## config.mk

```make
export PLATFORM = sky130hd
export DESIGN_NAME = idx_engine
export DESIGN_NICKNAME = d
export VERILOG_FILES = /design/src/hw/idx_pkg.sv /design/src/hw/idx_req_if.sv /design/src/hw/idx_engine.sv /design/src/hw/idx_pick.sv /design/src/hw/idx_buf.sv
export VERILOG_INCLUDE_DIRS = /design/src /design/src/hw
export SDC_FILE = /design/constraint.sdc
export NUM_CORES = 1
export LEC_CHECK = 0
export CAP_MARGIN = 20
export CORE_ASPECT_RATIO = 1.5
export CORE_MARGIN = 3
export CORE_UTILIZATION = 40
export DETAILED_ROUTE_END_ITERATION = 8
export DONT_BUFFER_PORTS = 1
export SYNTH_ARGS = -nofsm -noshare
export SYNTH_HDL_FRONTEND = slang
export SYNTH_HIERARCHICAL = 1
export SYNTH_SLANG_ARGS = --single-unit
```

## constraint.sdc

```tcl
create_clock -name clk_sys -period 8.9 [get_ports clk_sys]
set_input_delay 1.78 -clock clk_sys [delete_from_list [all_inputs] [get_ports clk_sys]]
set_output_delay 1.78 -clock clk_sys [all_outputs]
set_load 0.05 [all_outputs]
```

## src/hw/idx_cfg.svh

```systemverilog
`ifndef IDX_CFG_SVH
`define IDX_CFG_SVH
// Functional notes
// - zero remaining count means no transfer
// - burst bit picks single or burst
// - single mode moves one unit per request
// - incrementing addresses advance after each transfer
// - step one byte or two, wrap 64K
// - every transfer decrements remaining count; multi-move leaves it unchanged
// - single mode end interrupt only at zero
// - burst runs back to back until zero
// - no new requests taken during burst
// - multi-move does tally field moves, 1..7
// - multi-move address pairs follow count word
// - index found through requester vector each time
// - chain writes next index pointer to vector
// - end interrupt together with vector rewrite
// - end interrupt carries routine pointer at zero
// - multi-move budget 21 plus (11+b+c)*k
// - other budget 6+(26+a+b+c+d)*m+(4+e)*n
// - terms a, b, c from source, increments
// - terms d from add mode, e chaining
// - terms m from burst, n from count
// - routine starts eighth cycle after end
// - higher priority interrupt runs first
// - level 7 request starts engine, not interrupt

// index control word fields
`define IDX_MOD_WORD   0
`define IDX_MOD_SRCMEM 1
`define IDX_MOD_SRCINC 2
`define IDX_MOD_DSTINC 3
`define IDX_MOD_TALLY  4
`define IDX_MOD_MULTI  7
`define IDX_MOD_ADD    8
`define IDX_MOD_BURST  9
`define IDX_MOD_ENDIRQ 10
`define IDX_MOD_CHAIN  11

`define IDX_LVL_ENGINE 3'h7
`define IDX_EOT_LAT    4'h8

// execution budget terms in cycles
`define IDX_T_MULTI_BASE 32'h15
`define IDX_T_MULTI_STEP 8'h0b
`define IDX_T_BASE       32'h6
`define IDX_T_STEP       8'h1a
`define IDX_T_LINK       8'h4
`define IDX_T_CHAIN      8'h4
`define IDX_T_ADD_FIX    8'h7
`define IDX_T_ADD_INC    8'h8
`endif

```

## src/hw/idx_pkg.sv

```systemverilog
package idx_pkg;
  typedef enum logic [7:0] {
    st_idle = 8'h01,
    st_vec  = 8'h02,
    st_load = 8'h04,
    st_src  = 8'h08,
    st_opr  = 8'h10,
    st_dst  = 8'h20,
    st_wb   = 8'h40,
    st_chn  = 8'h80
  } idx_state_t;
endpackage

```

## src/hw/idx_req_if.sv

```systemverilog
`timescale 1ns/100ps
interface idx_req_if #(parameter int SW = 3);
  logic          valid;
  logic          ready;
  logic [SW-1:0] src;
  modport pick (output valid, output src, input ready);
  modport eng  (input valid, input src, output ready);
endinterface

```

## src/hw/idx_engine.sv

```systemverilog
`timescale 1ns/100ps
`include "idx_cfg.svh"
module idx_engine #(
  parameter int N = 8
) (
  input  wire logic           clk_sys,
  input  wire logic           resetn,
  input  wire logic           engine_enable,
  input  wire logic [N-1:0]   irq_req,
  input  wire logic [3*N-1:0] irq_level,
  output logic [N-1:0]        irq_claim,
  input  wire logic           hp_irq_busy,
  input  wire logic [31:0]    vector_base,
  output logic                mem_req,
  output logic                mem_we,
  output logic                mem_word,
  output logic [31:0]         mem_addr,
  output logic [15:0]         mem_wdata,
  input  wire logic           mem_ready,
  input  wire logic [15:0]    mem_rdata,
  output logic                busy,
  output logic                xfer_pulse,
  output logic                end_irq,
  output logic [31:0]         end_irq_addr,
  output logic                end_routine_go,
  output logic [31:0]         est_cycles
);
  localparam int SW = (N > 1) ? $clog2(N) : 1;

  idx_pkg::idx_state_t st;
  logic [15:0] mod_w, cnt, cnt0, sadr, oadr, dadr, src_val;
  logic [31:0] idx_base, vec_addr, cadr, iadr;
  logic [4:0]  w;
  logic [2:0]  moves;
  logic [1:0]  wb;
  logic        pushed;
  logic [3:0]  eot_tmr;

  logic        is_word, src_mem, src_inc, dst_inc, multi, add_op, burst, end_en, chain;
  logic [15:0] step, dmask, rd_m;
  logic [4:0]  last_w, off, k2, ki;
  logic        ack, fire;
  logic        want_bus, nx_we, nx_word;
  logic [31:0] nx_addr;
  logic [15:0] nx_wdata;
  logic        buf_in_valid, buf_in_ready, buf_out_valid, buf_out_ready;
  logic [15:0] buf_out_data;

  idx_req_if #(.SW(SW)) rq ();

  idx_pick #(.N(N), .SW(SW)) u_pick (
    .clk_sys       (clk_sys),
    .resetn        (resetn),
    .engine_enable (engine_enable),
    .irq_req       (irq_req),
    .irq_level     (irq_level),
    .irq_claim     (irq_claim),
    .rq            (rq.pick)
  );

  // operand buffer between the read side and the destination write
  idx_buf #(.W(16), .D(2)) u_buf (
    .clk_sys   (clk_sys),
    .resetn    (resetn),
    .in_valid  (buf_in_valid),
    .in_ready  (buf_in_ready),
    .in_data   (src_val),
    .out_valid (buf_out_valid),
    .out_ready (buf_out_ready),
    .out_data  (buf_out_data)
  );

  // control word fields
  assign is_word = mod_w[`IDX_MOD_WORD];
  assign src_mem = mod_w[`IDX_MOD_SRCMEM];
  assign src_inc = mod_w[`IDX_MOD_SRCINC];
  assign dst_inc = mod_w[`IDX_MOD_DSTINC];
  assign multi   = mod_w[`IDX_MOD_MULTI];
  assign add_op  = mod_w[`IDX_MOD_ADD];
  assign burst   = mod_w[`IDX_MOD_BURST];
  assign end_en  = mod_w[`IDX_MOD_ENDIRQ];
  assign chain   = mod_w[`IDX_MOD_CHAIN];

  assign step  = is_word ? 16'h0002 : 16'h0001;
  assign dmask = is_word ? 16'hffff : 16'h00ff;
  assign rd_m  = mem_rdata & dmask;
  assign ack   = mem_req && mem_ready;

  // index layout: mod, count, src, [opr], dst, [chain x2], [routine x2]
  assign last_w = 5'h3 + 5'(add_op) + (chain ? 5'h2 : 5'h0) + (end_en ? 5'h2 : 5'h0);
  assign off    = w - 5'h2;
  assign k2     = off - 5'h1 - 5'(add_op);
  assign ki     = k2 - (chain ? 5'h3 : 5'h1);

  // engine only starts when no higher priority sequence is running
  assign rq.ready = (st == idx_pkg::st_idle) && !hp_irq_busy && engine_enable;
  assign busy     = (st != idx_pkg::st_idle);

  assign buf_in_valid  = (st == idx_pkg::st_dst) && !pushed;
  assign buf_out_ready = (st == idx_pkg::st_dst) && !mem_req;

  // end interrupt only once the count has run out
  assign fire = ack && end_en && !multi &&
                ((st == idx_pkg::st_wb && wb == 2'h3 && cnt == 16'h0000 && !chain) ||
                 (st == idx_pkg::st_chn && wb == 2'h1));

  // bus address and data wanted by the current state
  always_comb begin
    want_bus = 1'b1;
    nx_we    = 1'b0;
    nx_word  = 1'b1;
    nx_addr  = 32'h0000_0000;
    nx_wdata = 16'h0000;
    case (st)
      idx_pkg::st_vec: begin
        nx_addr = vec_addr + {30'h0, wb[0], 1'b0};
      end
      idx_pkg::st_load: begin
        nx_addr = idx_base + {26'h0, w, 1'b0};
      end
      idx_pkg::st_src: begin
        want_bus = src_mem;
        nx_word  = is_word;
        nx_addr  = {16'h0000, sadr};
      end
      idx_pkg::st_opr: begin
        nx_word = is_word;
        nx_addr = {16'h0000, oadr};
      end
      idx_pkg::st_dst: begin
        want_bus = buf_out_valid;
        nx_we    = 1'b1;
        nx_word  = is_word;
        nx_addr  = {16'h0000, dadr};
        nx_wdata = buf_out_data;
      end
      idx_pkg::st_wb: begin
        // write the running count and addresses back for the next request
        nx_we = 1'b1;
        want_bus = !(wb == 2'h2 && !add_op);
        case (wb)
          2'h0: begin
            nx_addr  = idx_base + 32'h2;
            nx_wdata = cnt;
          end
          2'h1: begin
            nx_addr  = idx_base + 32'h4;
            nx_wdata = sadr;
          end
          2'h2: begin
            nx_addr  = idx_base + 32'h6;
            nx_wdata = oadr;
          end
          default: begin
            nx_addr  = idx_base + (add_op ? 32'h8 : 32'h6);
            nx_wdata = dadr;
          end
        endcase
      end
      idx_pkg::st_chn: begin
        nx_we    = 1'b1;
        nx_addr  = vec_addr + {30'h0, wb[0], 1'b0};
        nx_wdata = wb[0] ? cadr[31:16] : cadr[15:0];
      end
      default: begin
        want_bus = 1'b0;
      end
    endcase
  end

  // bus master: one access outstanding, held until ready
  always_ff @(posedge clk_sys or negedge resetn) begin
    if (!resetn) begin
      mem_req   <= 1'b0;
      mem_we    <= 1'b0;
      mem_word  <= 1'b0;
      mem_addr  <= 32'h0000_0000;
      mem_wdata <= 16'h0000;
    end else if (ack) begin
      mem_req <= 1'b0;
    end else if (!mem_req && want_bus) begin
      mem_req   <= 1'b1;
      mem_we    <= nx_we;
      mem_word  <= nx_word;
      mem_addr  <= nx_addr;
      mem_wdata <= nx_wdata;
    end
  end

  // sequencer and index fields
  always_ff @(posedge clk_sys or negedge resetn) begin
    if (!resetn) begin
      st       <= idx_pkg::st_idle;
      mod_w    <= 16'h0000;
      cnt      <= 16'h0000;
      cnt0     <= 16'h0000;
      sadr     <= 16'h0000;
      oadr     <= 16'h0000;
      dadr     <= 16'h0000;
      src_val  <= 16'h0000;
      idx_base <= 32'h0000_0000;
      vec_addr <= 32'h0000_0000;
      cadr     <= 32'h0000_0000;
      iadr     <= 32'h0000_0000;
      w        <= 5'h00;
      moves    <= 3'h0;
      wb       <= 2'h0;
      pushed   <= 1'b0;
    end else begin
      case (st)
        idx_pkg::st_idle: begin
          if (rq.valid && rq.ready) begin
            vec_addr <= vector_base + {{(30-SW){1'b0}}, rq.src, 2'b00};
            wb       <= 2'h0;
            st       <= idx_pkg::st_vec;
          end
        end
        idx_pkg::st_vec: begin
          // vector is read afresh, so a chain rewrite takes effect next time
          if (ack) begin
            if (wb[0]) begin
              idx_base[31:16] <= mem_rdata;
              w  <= 5'h00;
              st <= idx_pkg::st_load;
            end else begin
              idx_base[15:0] <= mem_rdata;
              wb <= 2'h1;
            end
          end
        end
        idx_pkg::st_load: begin
          if (ack) begin
            if (w == 5'h00) begin
              mod_w <= mem_rdata;
              moves <= mem_rdata[`IDX_MOD_TALLY +: 3];
            end else if (w == 5'h01) begin
              cnt  <= mem_rdata;
              cnt0 <= mem_rdata;
            end else if (multi) begin
              if (w[0]) begin
                dadr <= mem_rdata;
              end else begin
                sadr <= mem_rdata;
              end
            end else if (off == 5'h00) begin
              sadr <= mem_rdata;
            end else if (add_op && off == 5'h01) begin
              oadr <= mem_rdata;
            end else if (k2 == 5'h00) begin
              dadr <= mem_rdata;
            end else if (chain && k2 == 5'h01) begin
              cadr[15:0] <= mem_rdata;
            end else if (chain && k2 == 5'h02) begin
              cadr[31:16] <= mem_rdata;
            end else if (ki == 5'h00) begin
              iadr[15:0] <= mem_rdata;
            end else begin
              iadr[31:16] <= mem_rdata;
            end
            if (w == 5'h01 && mem_rdata == 16'h0000) begin
              st <= idx_pkg::st_idle;
            end else if (w != 5'h00 && (multi ? (w >= 5'h03 && w[0]) : (w == last_w))) begin
              pushed <= 1'b0;
              st     <= idx_pkg::st_src;
            end else begin
              w <= w + 5'h01;
            end
          end
        end
        idx_pkg::st_src: begin
          if (!src_mem) begin
            src_val <= sadr & dmask;
            st      <= add_op ? idx_pkg::st_opr : idx_pkg::st_dst;
          end else if (ack) begin
            src_val <= rd_m;
            st      <= add_op ? idx_pkg::st_opr : idx_pkg::st_dst;
          end
        end
        idx_pkg::st_opr: begin
          if (ack) begin
            src_val <= (src_val + rd_m) & dmask;
            st      <= idx_pkg::st_dst;
          end
        end
        idx_pkg::st_dst: begin
          if (buf_in_valid && buf_in_ready) begin
            pushed <= 1'b1;
          end
          if (ack) begin
            pushed <= 1'b0;
            if (src_inc && !multi) begin
              sadr <= sadr + step;
              oadr <= add_op ? oadr + step : oadr;
            end
            if (dst_inc && !multi) begin
              dadr <= dadr + step;
            end
            if (multi) begin
              if (moves > 3'h1) begin
                moves <= moves - 3'h1;
                w     <= w + 5'h01;
                st    <= idx_pkg::st_load;
              end else begin
                st <= idx_pkg::st_idle;
              end
            end else begin
              cnt <= cnt - 16'h0001;
              if (burst && cnt != 16'h0001) begin
                st <= idx_pkg::st_src;
              end else begin
                wb <= 2'h0;
                st <= idx_pkg::st_wb;
              end
            end
          end
        end
        idx_pkg::st_wb: begin
          if (ack || (wb == 2'h2 && !add_op)) begin
            wb <= wb + 2'h1;
            if (wb == 2'h3) begin
              wb <= 2'h0;
              st <= (cnt == 16'h0000 && chain) ? idx_pkg::st_chn : idx_pkg::st_idle;
            end
          end
        end
        idx_pkg::st_chn: begin
          if (ack) begin
            wb <= 2'h1;
            if (wb[0]) begin
              st <= idx_pkg::st_idle;
            end
          end
        end
        default: begin
          st <= idx_pkg::st_idle;
        end
      endcase
    end
  end

  // event outputs and routine start delay
  always_ff @(posedge clk_sys or negedge resetn) begin
    if (!resetn) begin
      xfer_pulse     <= 1'b0;
      end_irq        <= 1'b0;
      end_irq_addr   <= 32'h0000_0000;
      end_routine_go <= 1'b0;
      eot_tmr        <= 4'h0;
    end else begin
      xfer_pulse     <= ack && (st == idx_pkg::st_dst);
      end_irq        <= fire;
      end_routine_go <= (eot_tmr == 4'h1);
      if (fire) begin
        end_irq_addr <= iadr;
        eot_tmr      <= `IDX_EOT_LAT;
      end else if (eot_tmr != 4'h0) begin
        eot_tmr <= eot_tmr - 4'h1;
      end
    end
  end

  // execution budget, reported for the index last loaded
  always_ff @(posedge clk_sys or negedge resetn) begin
    if (!resetn) begin
      est_cycles <= 32'h0000_0000;
    end else if (multi) begin
      est_cycles <= `IDX_T_MULTI_BASE + 32'(moves_k()) *
                    32'(`IDX_T_MULTI_STEP + 8'(!src_inc) + 8'(!dst_inc));
    end else begin
      est_cycles <= `IDX_T_BASE + 32'(per_xfer()) * (burst ? {16'h0000, cnt0} : 32'h1) +
                    ((cnt0 >= 16'h0002) ? 32'(`IDX_T_LINK + (chain ? `IDX_T_CHAIN : 8'h0)) : 32'h0);
    end
  end

  function automatic logic [2:0] moves_k();
    return mod_w[`IDX_MOD_TALLY +: 3];
  endfunction

  // a memory source saves one cycle, fixed addresses cost one each
  function automatic logic [7:0] per_xfer();
    logic [7:0] d;
    d = add_op ? (src_inc ? `IDX_T_ADD_INC : `IDX_T_ADD_FIX) : 8'h0;
    return `IDX_T_STEP - 8'(src_mem) + 8'(!src_inc) + 8'(!dst_inc) + d;
  endfunction
endmodule

```

## src/hw/idx_pick.sv

```systemverilog
`timescale 1ns/100ps
`include "idx_cfg.svh"
module idx_pick #(
  parameter int N  = 8,
  parameter int SW = 3
) (
  input  wire logic           clk_sys,
  input  wire logic           resetn,
  input  wire logic           engine_enable,
  input  wire logic [N-1:0]   irq_req,
  input  wire logic [3*N-1:0] irq_level,
  output logic [N-1:0]        irq_claim,
  idx_req_if.pick             rq
);
  logic [N-1:0] pend;

  // per source: claim and pending flag; a new request beats the grant clear
  for (genvar i = 0; i < N; i++) begin : g_src
    assign irq_claim[i] = engine_enable && (irq_level[3*i +: 3] == `IDX_LVL_ENGINE);
    always_ff @(posedge clk_sys or negedge resetn) begin
      if (!resetn) begin
        pend[i] <= 1'b0;
      end else if (irq_req[i] && irq_claim[i]) begin
        pend[i] <= 1'b1;
      end else if (rq.valid && rq.ready && rq.src == SW'(i)) begin
        pend[i] <= 1'b0;
      end
    end
  end

  // lowest numbered pending source wins
  always_comb begin
    rq.valid = |pend;
    rq.src   = '0;
    for (int j = N - 1; j >= 0; j--) begin
      if (pend[j]) begin
        rq.src = SW'(j);
      end
    end
  end
endmodule

```

## src/hw/idx_buf.sv

```systemverilog
`timescale 1ns/100ps
module idx_buf #(
  parameter int W = 16,
  parameter int D = 2
) (
  input  wire logic         clk_sys,
  input  wire logic         resetn,
  input  wire logic         in_valid,
  output logic              in_ready,
  input  wire logic [W-1:0] in_data,
  output logic              out_valid,
  input  wire logic         out_ready,
  output logic [W-1:0]      out_data
);
  localparam int PW = (D > 1) ? $clog2(D) : 1;
  logic [W-1:0] mem [D];
  logic [PW-1:0] wr_p, rd_p;
  logic [PW:0]   fill;
  logic          push, pop;

  assign in_ready  = (fill != (PW+1)'(D));
  assign out_valid = (fill != '0);
  assign out_data  = mem[rd_p];
  assign push      = in_valid && in_ready;
  assign pop       = out_valid && out_ready;

  // pointers wrap at the depth, not at a power of two
  always_ff @(posedge clk_sys or negedge resetn) begin
    if (!resetn) begin
      wr_p <= '0;
      rd_p <= '0;
      fill <= '0;
    end else begin
      if (push) begin
        wr_p <= (wr_p == PW'(D - 1)) ? '0 : wr_p + 1'b1;
      end
      if (pop) begin
        rd_p <= (rd_p == PW'(D - 1)) ? '0 : rd_p + 1'b1;
      end
      fill <= fill + (PW+1)'(push) - (PW+1)'(pop);
    end
  end

  // storage needs no reset; fill guards every read
  always_ff @(posedge clk_sys) begin
    if (push) begin
      mem[wr_p] <= in_data;
    end
  end
endmodule

```

==> metrics.md, run 1 <==
| Metric | Value |
|---|---|
| Status | finished, violations left |
| Violated checks | slew limit |
| Vias | 21800 |
| Setup Viol. Count Final | 0 |
| Drt wl/cell | 23.3 µm |
| H-tree depth | 2 |
| Startpoint types | flip-flop |
| CP Data Arrival Time | 8.05 ns |
| Final hold violation count | 0 |
| Clk slew on worst S/H paths | 0.07 ns |
| Post-CTS Resized | 0 |
| Final instance area | around 29000 µm² |
| Min Tclk post-route | roughly 7.6 ns |
| Top FF cell, synth | dfrtp_1 |
| Number of global-route vias before repair | 22100 |
| R2R setup slack | around 1.3 ns |
| Crit path buf inv count | 3 |
| Initial Util | 0.406 |
| Slew margin rel. | -0.908 |
| Sequential-to-total area share from yosys stat | 0.386 |
| Number of cell rows | ~120 |
| Mapped Area | approximately 27000 µm² |
| Initial DRC count | between 1500 and 2000 |
| Chip width | about 220 µm |
| Crit path from | mod_w[8] |
| Worst hold path type | reg2reg |
| Via density | 5.87 |
| Initial antenna violation count | 1 |
| Io pins | 212 |
| Lkg Pwr | 13.2 nW |
| Fraction of registers with async set/reset | 0.922 |
| Final HPWL DP | 62900 µm |
| First-pass GRT wire length | 133000 µm |
| TritonCTS buffer count | 43 |
| Post-cts hold buffer count | 0 |
| Worst Skew | between 0.03 and 0.04 ns |
| Slowest stage cell on the critical path | nor2_1 |
| RD Place Congestion | 0.928 |
| Largest delay share family, worst path | adder cells |
| CTS Root Cell | clkbuf_16 |
| RR Endpoint | est_cycles[20] |
| Post-route ant nets | 0 |
| Postcts setup bufs | 0 |
| WS Path Type | reg2reg |
| Adder-cell share of the synthesized area | 0.116 |
| Synth Area in Compound Gates | 0.154 |
| Synthesized area per cell | between 9 and 10 µm² |
| Syn Inst Count | 2876 |
| Setup TNS | 0 ns |
| CP Depth | 24 |
| ANT cells | 0 |
| Cell Pwr Density | about 250 nW/µm² |
| Total GRT Usage | 0.242 |
| Core area | 66900 µm² |
| Die area | 71100 µm² |
| Yosys reg bits | 412 |
| Placement Cell Area | 27800 µm² |
| Fmax | 0.132 GHz |
| Synth unique cells | between 90 and 100 |
| Worst-margin pin slew | ~2.9 ns |
| CP required | 9.38 ns |
| Skew-Pair Late Insertion Delay | 0.60 ns |
| Clk sinks | 412 |
| Worst-path fanout max | 16 |
| Fill cell count | ~6400 |
| Largest net degree at the start of global routing | about 380 |
| Synthesis-to-layout area growth | 7.75% |
| Yosys warns | 6 |
| Final slew viol count | 260 |
| Max clock buf depth | 3 |
| DRC | 0 |
| Crit path largest cell delay | slightly below 0.9 ns |
| Layout cells sized above 1 | 0.116 |
| CTS tree | yes |
| I/O Buffers | 0 |
| Post-synth EDFFs | 32 |
| R2R cell count | 24 |
| CP Cell Sequence | inv_1 -> nor2_1 -> ha_1 -> ha_1 -> a21o_1 -> a21oi_1 -> nor3_1 -> nor2_1 -> nor2_1 -> fa_1 -> ha_1 -> fa_1 -> inv_1 -> fa_1 -> inv_1 -> ha_1 -> o21ai_0 -> a211oi_1 -> a211oi_1 -> o31ai_1 -> o21a_1 -> o21a_1 -> nor2_1 -> mux2_2 |
| Crit path capture | est_cycles[20] |
| Post-synthesis xor/xnor area fraction | 0.0374 |
| Post-Synth Simple-Gate Area | 0.164 |
| Final Cycle Share | 0.851 |
| Largest family of logic cells by synthesized area | simple AND/OR/NAND/NOR gates |
| Worst r2r src | mod_w[8] |
| RSZ-0062 raised after global routing | false |
| GRT overflow | 0 |
| Peak VDD IR | approximately 180 µV |
| Maximum Capacitance Violations | 0 |
| Die Ht | 325 µm |
| Number of detailed-route iterations in the first pass | 6 |
| Final wirelength | 86400 µm |
| Mux contribution to synthesized area | 0.0881 |
| Final #Nets | 3085 |
| Critical Path End Type | flip-flop |
## layer usage
metal	up-vias	global-route usage	wire, µm
met5	-	0	13
met4	2	0.146	6040
met3	282	0.0515	5900
met2	839	0.417	42700
met1	10700	0.273	31700
li1	9972	-	-
## per-stage QoR
step                      std cells  power, mW  worst slack (ns)   util  hold WS (ns)
after CTS                      3709       7.48              1.44  0.437         0.493
after detailed placement       3632       5.56              1.48  0.415         0.479
after floorplan                2884       4.76              2.37      -         0.450
after global routing           3709       7.90             0.963  0.437         0.505
final                          3709       7.45              1.33  0.437         0.482
after global placement         3632       5.48              1.82  0.415         0.470
## power by group
part           switching, mW  internal (mW)
clock                  0.805           1.08
sequential             0.919           2.34
combinational           1.38          0.938
total                   3.10           4.35
## layout make-up
cell class / count / area [µm²] / share of cell area
clock buffer: 61 / 1250 / 0.0429
clock inverter: 16 / 191 / 0.00655
inverter: 201 / 754 / 0.0258
multi-input combinational: 2106 / 15200 / 0.522
sequential: 412 / 10500 / 0.358
tap: 885 / 1110 / 0.0379
timing repair buffer: 28 / 210 / 0.00719
## Yosys cell counts, drive strengths merged, types with 5 or more instances
master	number	area, µm²
dfrtp	379	9480
nor2	300	1140
nand2	258	971
inv	201	754
mux2	193	2210
o21ai	192	961
ha	136	1700
a21oi	131	667
clkbuf	125	469
nand3	74	383
fa	72	1440
xnor2	59	517
xor2	57	499
nor3	56	317
a31oi	48	315
and3	42	263
o22a	42	368
buf	40	245
and2	34	214
a222oi	33	330
edfxtp	32	961
nand4	32	215
nor2b	30	188
a211oi	22	165
a21o	20	150
a22oi	19	143
nor4	19	161
and4	18	158
mux2i	18	180
o21a	16	120
o22ai	16	100
or3	16	100
nand2b	13	81.3
or2	13	81.3
a221oi	11	96.3
a22o	9	80.1
a41oi	9	78.8
o211ai	8	60.1
o31ai	8	60.1
a2111oi	6	52.6
nor3b	6	45.0
o2111ai	5	61.3
o221ai	5	43.8
or4	5	37.5
## cell families (layout without fill, tap and decap cells)
family	count (synthesis)	in the layout
fa+ha+maj	208	208
simple gates	926	926
buf+inv	366	306
mux	211	211
other cells	1	9
xor+xnor	116	116
flops	412	412
compound gates	636	636
## worst min path at each step
stage,from,end,slack [ns],depth (start not counted)
3_3_place_gp,cadr[8],cadr[8],0.47,1
4_1_cts,u_buf/wr_p,u_buf/wr_p,0.49,1
2_1_floorplan,vec_addr[19],vec_addr[19],0.45,2
5_1_grt,cadr[8],cadr[8],0.50,1
3_5_place_dp,vec_addr[19],vec_addr[19],0.48,2
6_report,vec_addr[19],vec_addr[19],0.48,2
## flip-flops by register name, indices dropped and copies added, names as in the netlist, 23 cells and up
signal,count
cadr,32
u_buf/mem,32
est_cycles,23
mem_addr,32
vec_addr,32
end_irq_addr,32
iadr,32
idx_base,32
## tightest hold or removal path, stage by stage, from the launching register on
cell     delay [ns]
dfrtp_1        0.34
nand2_1        0.05
o21ai_0        0.06
## cells in the final DEF, fill, tap and decap left out, types with 59 or more instances in the layout
cell type  count
fa_1          72
o21ai_0      189
a21oi_1      130
mux2_2       172
nand2_1      255
nand3_1       72
xnor2_1       59
nor2_1       296
ha_1         136
dfrtp_1      379
inv_1        201
Note: power is estimated with default switching activity, not from simulation.
==> run 2: changes to the inputs <==
Settings changed: CTS_BUF_LIST from default to sky130_fd_sc_hd__clkbuf_8.
==> run 2 against run 1 <==
The flow finishes with violations (DRC). Worst setup slack improved by 0.030 ns. Sequential cell count unchanged. First-iteration DRC count up 1.9%. Fmax is 0.40% higher. Hold slack lost 0.0015 ns. Cell count increased by 1.4%. Clock skew increased by 0.012 ns. Register-to-register slack gained 0.03 ns. Sequential share of layout area about the same. Critical endpoint unchanged.
==> metrics.md, run 2 (same netlist as run 1, synthesis figures left out) <==
| Metric | Value |
|---|---|
| Metal2 WL | between 40000 and 50000 µm |
| Comb pwr share | 0.315 |
| Internal power | 4.22 mW |
| Post-cts hold buffer count | 0 |
| Postcts setup bufs | 0 |
| Max clock buf depth | 3 |
| Leading cell types in the layout, fill and taps excluded | 379 x dfrtp_1, 296 x nor2_1, 255 x nand2_1 |
| DR top layer | met4 |
| Met3 wire len | 6020 µm |
| RSZ-0062 raised after global routing | false |
| Layout cells sized above 1 | 0.126 |
| CTS Root Cell | clkbuf_8 |
| Drt wl/cell | 23.1 µm |
| Final #Nets | between 3000 and 4000 |
| Vias | 22100 |
| Min Tclk post-route | 7.54 ns |
| CTS tree | yes |
| Final hold violation count | 0 |
| GRT overflow | 0 |
| DRC | 2 |
| Post-route setup slack | 1.36 ns |
| Largest net degree at the start of global routing | 381 |
| Io pins | 212 |
| Sequential share of power | 0.443 |
| Synthesis-to-layout area growth | 7.71% |
| Worst-path fanout max | 16 |
| Lkg Pwr | 13.3 nW |
| Setup Viol. Count Final | 0 |
| Slew margin rel. | 0.244 |
| Initial Util | 0.406 |
| Initial antenna violation count | 1 |
| Final Cycle Share | 0.847 |
| Number of cell rows | 116 |
| Crit path largest cell delay | 0.85 ns |
| Skew-Pair Late Insertion Delay | 0.69 ns |
| Die area | 71100 µm² |
| CP Cell Sequence | inv_1 -> nor2_1 -> ha_1 -> ha_1 -> a21o_1 -> a21oi_1 -> nor3_1 -> nor2_1 -> nor2_1 -> fa_1 -> ha_1 -> fa_1 -> inv_1 -> fa_1 -> inv_1 -> ha_1 -> o21ai_0 -> a211oi_1 -> a211oi_1 -> o31ai_1 -> o21a_1 -> o21a_1 -> nor2_1 -> mux2_2 |
| WS Path Type | reg2reg |
| Clk slew on worst S/H paths | 0.06 ns |
| Number of global-route vias before repair | 22500 |
| Post-CTS Resized | 0 |
| Final HPWL DP | 62900 µm |
| Chip width | 219 µm |
| Worst Skew | 0.0438 ns |
| Commonest non-fill, non-tap cell in the layout | dfrtp_1 |
| Violated checks | DRC |
| RD Place Congestion | 0.928 |
| P_sw | 3.14 mW |
| Design Power | roughly 7.4 mW |
| Pre-CTS setup slack | 1.48 ns |
| Die Ht | 325 µm |
| Final slew viol count | 0 |
| Number of detailed-route iterations in the first pass | 9 |
| Post-route ant nets | 0 |
| CP required | roughly 9.5 ns |
| I/O Buffers | 0 |
| First-pass GRT wire length | 134000 µm |
| Clk sinks | 412 |
| Peak VDD IR | 161 µV |
| WL met1 | 32000 µm |
| Worst hold path type | reg2reg |
| Total GRT Usage | 0.244 |
| Setup TNS | 0 ns |
| Maximum Capacitance Violations | 0 |
| Critical Path End Type | flip-flop |
| Initial DRC count | 1841 |
| Final wirelength | 86900 µm |
| Status | finished, violations left |
| Via density | 5.88 |
| Fmax | between 0.1 and 0.15 GHz |
| Sw Ratio | 0.427 |
| CP Data Arrival Time | 8.10 ns |
| H-tree depth | 3 |
| Cell Pwr Density | 252 nW/µm² |
| Startpoint types | flip-flop |
| Clock power share | 0.241 |
| Slowest stage cell on the critical path | nor2_1 |
| Worst-margin pin slew | 1.13 ns |
| TritonCTS buffer count | 72 |
| Core area | 66900 µm² |
-- run 2: worst paths after layout --
| kind | slack [ns] | end | depth (start not counted) | startpoint |
|---|---|---|---|---|
| min reg2reg | 0.48 | vec_addr[19] | 2 | vec_addr[19] |
| max in group asynchronous | 7.24 | est_cycles[1] | 0 | resetn |
| min in group asynchronous | 0.88 | cnt[0] | 0 | resetn |
| max reg2reg | 1.36 | est_cycles[20] | 24 | mod_w[8] |
| max | 1.36 | est_cycles[20] | 24 | mod_w[8] |
| min | 0.48 | vec_addr[19] | 2 | vec_addr[19] |
-- run 2: metrics by stage --
| step | instance area (µm²) | cells | utilization | hold WS [ns] |
|---|---|---|---|---|
| after floorplan | 27200 | 2884 | - | 0.450 |
| after global placement | 27800 | 3632 | 0.415 | 0.470 |
| after detailed placement | 27800 | 3632 | 0.415 | 0.479 |
| after CTS | 29200 | 3758 | 0.437 | 0.491 |
| after global routing | 29200 | 3759 | 0.437 | 0.504 |
| final | 29200 | 3760 | 0.437 | 0.481 |
-- run 2: layer usage --
layer	vias to the layer above	GRT usage
met5	-	0
met4	0	0.152
met3	281	0.0518
met2	934	0.419
met1	10800	0.276
li1	10100	-
-- run 2: critical path, delay by kind of cell (launching register included) --
kind	cells	cell delay [ns]
muxes	1	0.37
and+or+nand+nor	5	1.48
adders and majority gates	7	2.85
buffers and inverters	3	0.31
DFF	1	0.61
AOI/OAI and AO/OA	8	1.79
-- run 2: power groups by stage --
stage,registers [mW],logic (mW),clock network [mW]
floorplan,2.95,1.81,0
global placement,3.25,2.23,0
detailed placement,3.27,2.28,0
CTS,3.24,2.30,1.83
global route,3.32,2.57,1.92
finish,3.26,2.32,1.78
-- run 2: cell type report --
type / instances / area (µm²)
Antenna cell: 2 / 5.00
Sequential cell: 412 / 10500
Fill cell: 6402 / 37700
Inverter: 201 / 754
Timing Repair Buffer: 28 / 210
Multi-Input combinational cell: 2106 / 15200
Tap cell: 885 / 1110
Clock buffer: 86 / 1180
Clock inverter: 40 / 246
==> run 3: changes to the inputs <==
Clock period 8.9 ns to 7.7 ns, I/O delays scaled along.
==> run 3 against run 2 <==
Power is 16% higher. Non-clock buffer count is 5 higher. Sequential cell count stayed put. Design area is 0.30% higher. Critical path depth is 1 higher. Combinational power is 16% higher. Die area stayed put. Register-to-register slack worse by 0.79 ns. Clock power is 19% higher. Cell count is 0.19% higher. The flow finishes with violations (slew limit). Fmax is 5.8% higher. Clock-buffer cell count is 5 higher.
==> metrics.md, run 3 (same netlist as run 1, synthesis figures left out) <==
| Metric | Value |
|---|---|
| Final #Nets | 3117 |
| First-pass GRT wire length | 134000 µm |
| Skew-Pair Late Insertion Delay | 0.71 ns |
| RSZ-0062 raised after global routing | false |
| Total GRT Usage | 0.243 |
| Final slew viol count | 232 |
| Worst hold path type | reg2reg |
| Clk sinks | 412 |
| Sw Ratio | 0.424 |
| Largest net degree at the start of global routing | 381 |
| CTS tree | yes |
| Initial antenna violation count | 1 |
| Post-cts hold buffer count | 0 |
| Number of detailed-route iterations in the first pass | 8 |
| Fill cell count | 6450 |
| Vias | 22000 |
| WS Path Type | reg2reg |
| Startpoint types | flip-flop |
| Number of cell rows | 116 |
| DP Cell Count | ~3600 |
| Number of global-route vias before repair | 22300 |
| Comb pwr share | 0.315 |
| H-tree depth | 3 |
| Cell Pwr Density | 292 nW/µm² |
| I/O Buffers | 0 |
| Max clock buf depth | 3 |
| Setup TNS | 0 ns |
| DRC | 0 |
| Worst-path fanout max | 9 |
| Die area | 71100 µm² |
| Core area | 66900 µm² |
| Min-Delay Endpoint | cadr[21] |
| Status | finished, violations left |
| Peak VDD IR | 143 µV |
| Commonest non-fill, non-tap cell in the layout | dfrtp_1 |
| Min Tclk post-route | approximately 7.1 ns |
| Postcts setup bufs | 0 |
| Layout cells sized above 1 | 0.128 |
| Worst Skew | 0.0436 ns |
| Hold depth | 1 |
| Lkg Pwr | 13.4 nW |
| Clock power share | 0.247 |
| Hold WS | 0.489 ns |
| Worst r2r src | mod_w[2] |
| GRT overflow | 0 |
| RR Endpoint | est_cycles[21] |
| Die Ht | between 300 and 400 µm |
| RD Place Congestion | slightly below 1 |
| Post-CTS Resized | 0 |
| Final hold violation count | 0 |
| CP required | 8.33 ns |
| Final Cycle Share | 0.925 |
| Internal power | 4.92 mW |
| TritonCTS buffer count | 70 |
| Sequential share of power | 0.438 |
| Post-route ant nets | 0 |
| Final HPWL DP | 62700 µm |
| CP Data Arrival Time | 7.76 ns |
| Via density | 5.83 |
| CTS Root Cell | clkbuf_8 |
| Final wirelength | 86500 µm |
| R2R cell count | 25 |
| Finished Layout Cells | ~3800 |
| Drt wl/cell | 23.0 µm |
| Fmax | 0.140 GHz |
| Worst Min Path Start | cadr[21] |
| R2R setup slack | 0.57 ns |
| Io pins | 212 |
| Synthesis-to-layout area growth | 8.03% |
| P_sw | between 3 and 4 mW |
| Setup Viol. Count Final | 0 |
| Initial DRC count | 1891 |
| Critical Path End Type | flip-flop |
| Slew margin rel. | -0.488 |
| Clk slew on worst S/H paths | ~0.060 ns |
| Maximum Capacitance Violations | 0 |
| Leading cell types in the layout, fill and taps excluded | 379 x dfrtp_1, 296 x nor2_1, 255 x nand2_1 |
| Chip width | 219 µm |
| Violated checks | slew limit |
| Initial Util | 0.406 |
| Worst-margin pin slew | 2.23 ns |
run 3: how the worst max path moves through the flow:
stage          depth (start not counted)              to     start  slack, ns
2_1_floorplan                         23  est_cycles[21]  mod_w[1]       1.17
3_3_place_gp                          25  est_cycles[21]  mod_w[2]       0.85
3_5_place_dp                          25  est_cycles[21]  mod_w[2]       0.61
4_1_cts                               25  est_cycles[21]  mod_w[2]       0.58
5_1_grt                               25  est_cycles[21]  mod_w[2]       0.04
6_report                              25  est_cycles[21]  mod_w[2]       0.57
run 3: worst max-delay path, cell delays in order, from the launching register on:
cell,delay [ns]
dfrtp_1,0.48
inv_1,0.13
fa_1,0.52
ha_1,0.17
inv_1,0.06
fa_1,0.58
nor2_1,0.45
nand2_1,0.15
fa_1,0.55
inv_1,0.04
ha_1,0.28
inv_1,0.07
fa_1,0.44
fa_1,0.56
inv_1,0.04
ha_1,0.22
inv_1,0.08
fa_1,0.22
nor2b_1,0.07
o31ai_1,0.39
a21oi_1,0.20
nor3_1,0.28
nor3_1,0.11
or3_1,0.40
a2111oi_0,0.38
or3b_1,0.17
run 3: power groups by stage:
| stage | clock [mW] | combinational (mW) | sequential (mW) |
|---|---|---|---|
| after global routing | 2.26 | 2.97 | 3.82 |
| after floorplan | 0 | 2.09 | 3.41 |
| after CTS | 2.16 | 2.69 | 3.73 |
| after global placement | 0 | 2.62 | 3.74 |
| final | 2.11 | 2.69 | 3.75 |
| after detailed placement | 0 | 2.67 | 3.76 |
run 3: per-stage QoR:
step | area, µm² | utilization | setup slack [ns] | power (mW)
floorplan | 27200 | - | 1.17 | 5.50
global placement | 27800 | 0.416 | 0.848 | 6.36
detailed placement | 27800 | 0.416 | 0.606 | 6.43
CTS | 29300 | 0.438 | 0.576 | 8.58
global route | 29300 | 0.438 | 0.0449 | 9.05
finish | 29300 | 0.438 | 0.575 | 8.55
run 3: final cells by class:
class | instances | area (µm²) | area share
well taps | 885 | 1110 | 0.0378
multi-input cells | 2106 | 15200 | 0.520
clock inverters | 35 | 221 | 0.00756
inverters | 201 | 754 | 0.0257
diodes | 4 | 10.0 | 0.000341
flip-flops and latches | 412 | 10500 | 0.357
clock buffers | 91 | 1250 | 0.0427
repair buffers | 33 | 248 | 0.00845
run 3: routing by layer:
layer | share of wire | track usage
met4 | 0.062 | 0.143
met5 | 0 | 0
met1 | 0.37 | 0.276
met3 | 0.069 | 0.0517
met2 | 0.50 | 0.418
